===== src/hdl/nvsc_regs.vh =====
// constants for the nvsram host-side access controller
`ifndef NVSC_REGS_VH
`define NVSC_REGS_VH
`define NVSC_ADDR_W 13
`define NVSC_DATA_W 8
`define NVSC_SEQ_A0 13'h0000
`define NVSC_SEQ_A1 13'h1555
`define NVSC_SEQ_A2 13'h0AAA
`define NVSC_SEQ_A3 13'h1FFF
`define NVSC_SEQ_A4 13'h10F0
`define NVSC_SEQ_STORE 13'h0F0F
`define NVSC_SEQ_RECALL 13'h0F0E
`define NVSC_CLK_MHZ 50
`define NVSC_CYC_NS 100
`define NVSC_CYC_CNT ((`NVSC_CYC_NS * `NVSC_CLK_MHZ + 999) / 1000)
`define NVSC_RECALL_US 20
`define NVSC_RECALL_CNT (`NVSC_RECALL_US * `NVSC_CLK_MHZ)
`define NVSC_STORE_MS 10
`define NVSC_STORE_CNT (`NVSC_STORE_MS * 1000 * `NVSC_CLK_MHZ)
`define NVSC_RESTORE_US 550
`define NVSC_RESTORE_CNT (`NVSC_RESTORE_US * `NVSC_CLK_MHZ)
`endif


===== src/hdl/nvsc_timer.v =====
// down-counter that measures bus phases and transfer waits
module nvsc_timer #(
    parameter W = 24
) (
    input wire mclk_i,
    input wire srst_i,
    input wire ce_i,
    input wire load_i,
    input wire [W-1:0] count_i,
    output wire done_o
);
    reg [W-1:0] cnt_r;
    // load wins over count so back-to-back phases start clean
    always @(posedge mclk_i)
    begin
        if (srst_i)
            cnt_r <= {W{1'b0}};
        else if (ce_i)
        begin
            if (load_i)
                cnt_r <= count_i;
            else if (cnt_r != {W{1'b0}})
                cnt_r <= cnt_r - {{(W-1){1'b0}}, 1'b1};
        end
    end
    assign done_o = (cnt_r == {W{1'b0}});
endmodule


===== src/hdl/nvsc_ctrl.v =====
// host controller driving an nvsram: reads, writes, software store and recall
// Operation
// - address stays stable until enables rise; data captured there
// - host keeps output enable high through every write
// - store needs reads 0000,1555,0AAA,1FFF,10F0,0F0F in order
// - recall needs reads 0000,1555,0AAA,1FFF,10F0,0F0E in order
// - write enable stays high for all six sequence reads
// - each sequence step is a chip-enable-controlled read
`include "nvsc_regs.vh"
module nvsc_ctrl #(
    parameter AW = `NVSC_ADDR_W,
    parameter DW = `NVSC_DATA_W,
    parameter STORE_CNT = `NVSC_STORE_CNT,
    parameter RESTORE_CNT = `NVSC_RESTORE_CNT
) (
    input wire mclk_i,
    input wire srst_i,
    input wire ce_i,
    // user command port
    input wire rd_req_i,
    input wire wr_req_i,
    input wire store_req_i,
    input wire recall_req_i,
    input wire [AW-1:0] addr_i,
    input wire [DW-1:0] wdata_i,
    output reg ready_o,
    output reg done_o,
    output reg [DW-1:0] rdata_o,
    // memory pins
    output reg mem_ce_n_o,
    output reg mem_we_n_o,
    output reg mem_oe_n_o,
    output reg [AW-1:0] mem_addr_o,
    output reg [DW-1:0] mem_dq_o,
    output reg mem_dq_oe_n_o,
    input wire [DW-1:0] mem_dq_i,
    input wire store_busy_line_n_i
);
    localparam TW = 24;
    localparam [TW-1:0] CYC = `NVSC_CYC_CNT;
    localparam [TW-1:0] RCL = `NVSC_RECALL_CNT;
    localparam [TW-1:0] STO = STORE_CNT;
    localparam [TW-1:0] RST = RESTORE_CNT;
    localparam [6:0] S_BOOT = 7'h01;
    localparam [6:0] S_IDLE = 7'h02;
    localparam [6:0] S_SETUP = 7'h04;
    localparam [6:0] S_ACT = 7'h08;
    localparam [6:0] S_GAP = 7'h10;
    localparam [6:0] S_WAIT = 7'h20;
    localparam [6:0] S_DONE = 7'h40;

    // sequence address by step; step 5 picks store or recall
    function [AW-1:0] seq_addr;
        input [2:0] step;
        input rcl;
        begin
            case (step)
                3'h0: seq_addr = `NVSC_SEQ_A0;
                3'h1: seq_addr = `NVSC_SEQ_A1;
                3'h2: seq_addr = `NVSC_SEQ_A2;
                3'h3: seq_addr = `NVSC_SEQ_A3;
                3'h4: seq_addr = `NVSC_SEQ_A4;
                default: seq_addr = rcl ? `NVSC_SEQ_RECALL : `NVSC_SEQ_STORE;
            endcase
        end
    endfunction

    reg [6:0] st_r;
    reg is_wr_r;
    reg is_seq_r;
    reg rcl_r;
    reg [2:0] step_r;
    reg [DW-1:0] wd_r;
    reg [AW-1:0] ad_r;
    reg tload_r;
    reg [TW-1:0] tval_r;
    wire tdone;
    wire busy_idle;

    nvsc_timer #(.W(TW)) u_tmr (
        .mclk_i(mclk_i),
        .srst_i(srst_i),
        .ce_i(ce_i),
        .load_i(tload_r),
        .count_i(tval_r),
        .done_o(tdone)
    );

    // busy line low means device is transferring; never start then
    assign busy_idle = store_busy_line_n_i;

    ////////////////////////////////////////////////////////////////////
    // main sequencer
    always @(posedge mclk_i)
    begin
        if (srst_i)
        begin
            st_r <= S_BOOT;
            tload_r <= 1'b1;
            tval_r <= RST;
            ready_o <= 1'b0;
            done_o <= 1'b0;
            rdata_o <= {DW{1'b0}};
            mem_ce_n_o <= 1'b1;
            mem_we_n_o <= 1'b1;
            mem_oe_n_o <= 1'b1;
            mem_addr_o <= {AW{1'b0}};
            mem_dq_o <= {DW{1'b0}};
            mem_dq_oe_n_o <= 1'b1;
            is_wr_r <= 1'b0;
            is_seq_r <= 1'b0;
            rcl_r <= 1'b0;
            step_r <= 3'h0;
            wd_r <= {DW{1'b0}};
            ad_r <= {AW{1'b0}};
        end
        else if (ce_i)
        begin
            tload_r <= 1'b0;
            done_o <= 1'b0;
            case (st_r)
                S_BOOT:
                begin
                    // device recalls on power-up; wait it out
                    if (tdone && !tload_r)
                    begin
                        st_r <= S_IDLE;
                        ready_o <= 1'b1;
                        step_r <= 3'h0;
                    end
                end
                S_IDLE:
                begin
                    if (busy_idle && (rd_req_i || wr_req_i || store_req_i || recall_req_i))
                    begin
                        ready_o <= 1'b0;
                        is_wr_r <= wr_req_i && !rd_req_i;
                        is_seq_r <= !rd_req_i && !wr_req_i;
                        rcl_r <= recall_req_i && !store_req_i;
                        step_r <= 3'h0;
                        ad_r <= addr_i;
                        wd_r <= wdata_i;
                        st_r <= S_SETUP;
                    end
                end
                S_SETUP:
                begin
                    // address settles with every enable high
                    mem_addr_o <= is_seq_r ? seq_addr(step_r, rcl_r) : ad_r;
                    mem_we_n_o <= 1'b1;
                    mem_oe_n_o <= 1'b1;
                    mem_dq_o <= wd_r;
                    mem_dq_oe_n_o <= is_wr_r ? 1'b0 : 1'b1;
                    tload_r <= 1'b1;
                    tval_r <= CYC;
                    st_r <= S_ACT;
                end
                S_ACT:
                begin
                    if (tload_r)
                    begin
                        mem_ce_n_o <= 1'b0;
                        mem_we_n_o <= !is_wr_r;
                        // sequence reads leave output enable high: valid anyway
                        mem_oe_n_o <= is_wr_r || is_seq_r;
                    end
                    else if (tdone)
                    begin
                        // sample before controls rise; data tracks address
                        if (!is_wr_r && !is_seq_r)
                            rdata_o <= mem_dq_i;
                        // chip enable rise ends write; address held
                        mem_ce_n_o <= 1'b1;
                        mem_we_n_o <= 1'b1;
                        mem_oe_n_o <= 1'b1;
                        tload_r <= 1'b1;
                        tval_r <= CYC;
                        st_r <= S_GAP;
                    end
                end
                S_GAP:
                begin
                    if (!tload_r && tdone)
                    begin
                        mem_dq_oe_n_o <= 1'b1;
                        if (is_seq_r && step_r != 3'h5)
                        begin
                            // back-to-back reads, nothing in between
                            step_r <= step_r + 3'h1;
                            st_r <= S_SETUP;
                        end
                        else if (is_seq_r)
                        begin
                            // device erases+programs or clears+loads now
                            tload_r <= 1'b1;
                            tval_r <= rcl_r ? RCL : STO;
                            st_r <= S_WAIT;
                        end
                        else
                            st_r <= S_DONE;
                    end
                end
                S_WAIT:
                begin
                    // no access until device transfer time elapses
                    if (!tload_r && tdone && busy_idle)
                    begin
                        step_r <= 3'h0;
                        st_r <= S_DONE;
                    end
                end
                S_DONE:
                begin
                    done_o <= 1'b1;
                    ready_o <= 1'b1;
                    st_r <= S_IDLE;
                end
                default:
                    st_r <= S_IDLE;
            endcase
        end
    end
    // the device floats its drivers once write enable falls; oe stays high here anyway
endmodule


===== config.mk =====
export PLATFORM = sky130hd
export DESIGN_NAME = nvsc_ctrl
export DESIGN_NICKNAME = d
export VERILOG_FILES = /design/src/hdl/nvsc_timer.v /design/src/hdl/nvsc_ctrl.v
export VERILOG_INCLUDE_DIRS = /design/src /design/src/hdl
export SDC_FILE = /design/constraint.sdc
export NUM_CORES = 1
export LEC_CHECK = 0
export CORE_UTILIZATION = 54
export DETAILED_ROUTE_END_ITERATION = 12
export DONT_BUFFER_PORTS = 1
export GPL_TIMING_DRIVEN = 0
export PLACE_DENSITY_LB_ADDON = 0.12
export SLEW_MARGIN = 20
export SYNTH_ARGS = -nofsm -noshare
export SYNTH_HDL_FRONTEND = slang
export SYNTH_HIERARCHICAL = 1
export SYNTH_SLANG_ARGS = --single-unit
export TNS_END_PERCENT = 5

===== constraint.sdc =====
create_clock -name mclk_i -period 5.55 [get_ports mclk_i]
set_input_delay 1.11 -clock mclk_i [delete_from_list [all_inputs] [get_ports mclk_i]]
set_output_delay 1.11 -clock mclk_i [all_outputs]
set_load 0.05 [all_outputs]

==> summary.txt <==
Synthesis
  – Seq/Total Area, Yosys: 0.393
  – Synth top area cells: dfxtp_1 39%, nand2_1 7.9%, a21oi_1 5.7%
  – Mapped Cells: 642
  – Post-synth cell types: 70
  – Top_reg_cell synth: dfxtp_1
  – EDFF count, synth: 0
  – Mean Syn Cell Area: 8.10 µm²
  – FFs w/ async S/R, synth: 0
  – Mapped Area: 0.00520 mm²
  – Area share of the leading cell type in the synthesized netlist: 0.393
  – Yosys top cell by area: dfxtp_1
  – Yosys synthesis warning count: 6
  – Yosys reg bits: 102

Power
  – Power per Cell Area: 299 mW/mm²
  – Worst vdd ir: 0.164 mV
  – Leak pwr: 1.98 nW
  – Total power: 1.67 mW

STA
  – Layout Skew: 0.0128 ns
  – Sum Neg Setup Slack: 0 ns
  – Final Hold Fails: 0
  – Worst Hold Slack: 0.455 ns
  – Relative max-transition margin: 0.292
  – RSZ-0062 raised after global routing: no
  – Min Tclk post-route: 3.31 ns
  – Timing-limited maximum frequency: 302 MHz
  – Worst-Margin Slew: 1.05 ns
  – Endpoints failing setup: 0
  – Setup WS post-layout: 2.24 ns
  – Crit share post-route: 0.597
  – Slew Limit Fails: 0

Routing
  – 1st-iter DRT viols: 350
  – Vias per inst: 6.01
  – WL per Instance: 17.5 µm
  – Residual DRC: 0
  – Vias: 4777
  – Final ANT Viol Nets: 0
  – Pre-antenna DRT Iters: 5
  – Final WL: 13900 µm

Cells and area
  – Final nets: 705
  – Layout cells sized above 1: 0.102
  – Final instance area: 0.00560 mm²
  – Most frequent cells in the layout: 110 x nand2_1, 102 x dfxtp_1, 60 x nor2_1
  – Post-layout util: 0.603
  – Final cell count without fillers: 795
  – Commonest non-fill, non-tap cell in the layout: nand2_1
  – Area delta synth->final: 7.63%
  – # diodes: 0

Critical path
  – Req. time, crit path: 5.84 ns
  – CP Capture Type: flip-flop
  – Worst reg2reg path depth: 8
  – CP Max Fanout: 6
  – Reg2reg end: step_r[0]
  – Worst setup path class: reg2reg
  – Worst Setup EP: step_r[0]
  – Arr. time, crit path: 3.60 ns
  – Worst setup SP type: flip-flop
  – Worst R2R Setup Slack: 2.24 ns
  – Worst reg2reg path startpoint: u_tmr/cnt_r[16]
  – Worst Setup SP: u_tmr/cnt_r[16]

Die
  – Die area: 0.0100 mm²
  – Initial Util: 0.560
  – FP Rows: 35
  – Core area: 0.00928 mm²
  – Die W: 100 µm
  – Die Height: 100 µm
  – I/O pin count: 72

Hold path
  – Worst hold-check path type: reg2reg

Clocking
  – CTS root buffer: clkbuf_8
  – Worst skew pair latency: 0.38 ns
  – Setup Fix Bufs, Post-CTS: 0
  – H-Tree Depth: 3
  – CTS tree: built
  – CTS sink cnt: 102
  – Clk slew on worst S/H paths: 0.12 ns
  – Cts repair resizes: 0
  – Post-CTS Hold Buffers: 0
  – CTS max path bufs: 2
  – CTS buffer count: 9

Place
  – Setup WS pre-CTS: 2.32 ns
  – # port buffers: 0
  – Placed insts: 779
  – Routability cong.: 0.925
  – Post-DP HPWL: 10000 µm
  – Area after DPL: 0.00539 mm²

Outcome
  – Run status: finished clean

Global routing
  – Grt ovf: 0
  – First-pass GRT wire length: 22600 µm
  – Largest net degree at the start of global routing: 22
  – Vias in the first global route: 4523
  – Initial antenna violation count: 0
  – Total Routing Usage GR: 0.288

Job
  – MaxCap Viol Count: 0
==> report_power, final <==
group / internal [mW] / switching (mW)
clock: 0.183 / 0.304
sequential: 0.765 / 0.0540
combinational: 0.133 / 0.235
==> cell families after synthesis <==
group,count (synthesis),share of synthesized area
buf+inv,60,0.0573
fa+ha+maj,7,0.0168
xor+xnor,3,0.00505
mux,13,0.0260
other cells,1,0.000721
compound gates,177,0.229
flops,102,0.393
simple gates,279,0.272
==> worst max-delay path, stage by stage, from the launching register on <==
cell	delay (ns)
dfxtp_1	0.38
or4_1	0.64
nor3_1	0.39
and3_1	0.42
nand2b_1	0.18
a32oi_1	0.27
a2bb2oi_1	0.42
nand2_1	0.20
mux2_4	0.32
==> metal layers <==
| layer | GRT usage | up-vias | share of wire | routed length (µm) |
|---|---|---|---|---|
| li1 | - | 2323 | - | - |
| met1 | 0.390 | 2263 | 0.46 | 6400 |
| met2 | 0.452 | 173 | 0.45 | 6240 |
| met3 | 0.0696 | 18 | 0.079 | 1100 |
| met4 | 0.0903 | 0 | 0.012 | 163 |
| met5 | 0 | - | 0 | 0 |
==> registers in the layout, summed over array words and instances, names as in the netlist <==
| register | flops |
|---|---|
| ad_r | 13 |
| done_o | 1 |
| is_seq_r | 1 |
| is_wr_r | 1 |
| mem_addr_o | 13 |
| mem_ce_n_o | 1 |
| mem_dq_o | 8 |
| mem_dq_oe_n_o | 1 |
| mem_oe_n_o | 1 |
| mem_we_n_o | 1 |
| rcl_r | 1 |
| rdata_o | 8 |
| ready_o | 1 |
| st_r | 7 |
| step_r | 3 |
| tload_r | 1 |
| tval_r | 8 |
| u_tmr/cnt_r | 24 |
| wd_r | 8 |
==> layout make-up <==
cell class	instances	area, µm²
Buffer	48	253
Sequential cell	102	2040
Inverter	12	45.0
Multi-Input combinational cell	488	2890
Fill cell	874	3690
Clock inverter	7	81.3
Tap cell	129	161
Clock buffer	9	124
==> how the worst min path moves through the flow <==
stage / from / end / slack, ns / cells after the start
floorplan: wd_r[0] / mem_dq_o[0] / 0.43 / 2
global placement: wd_r[1] / mem_dq_o[1] / 0.44 / 2
detailed placement: wd_r[4] / mem_dq_o[4] / 0.45 / 2
CTS: wd_r[1] / mem_dq_o[1] / 0.46 / 2
global route: ad_r[0] / ad_r[0] / 0.48 / 2
finish: wd_r[1] / mem_dq_o[1] / 0.46 / 2
==> cells in the mapped netlist, drive strengths merged (6+ instances only) <==
cell type	number
nand2	110
nor3	19
buf	18
nor2b	9
nand3	9
mux2i	12
nor4	11
nor2	61
a21oi	71
o31ai	7
ha	7
nand2b	19
a311oi	7
inv	12
or3	6
o21ai	31
clkbuf	30
a211oi	11
a31oi	9
dfxtp	102
(Power assumes the default switching activity.)
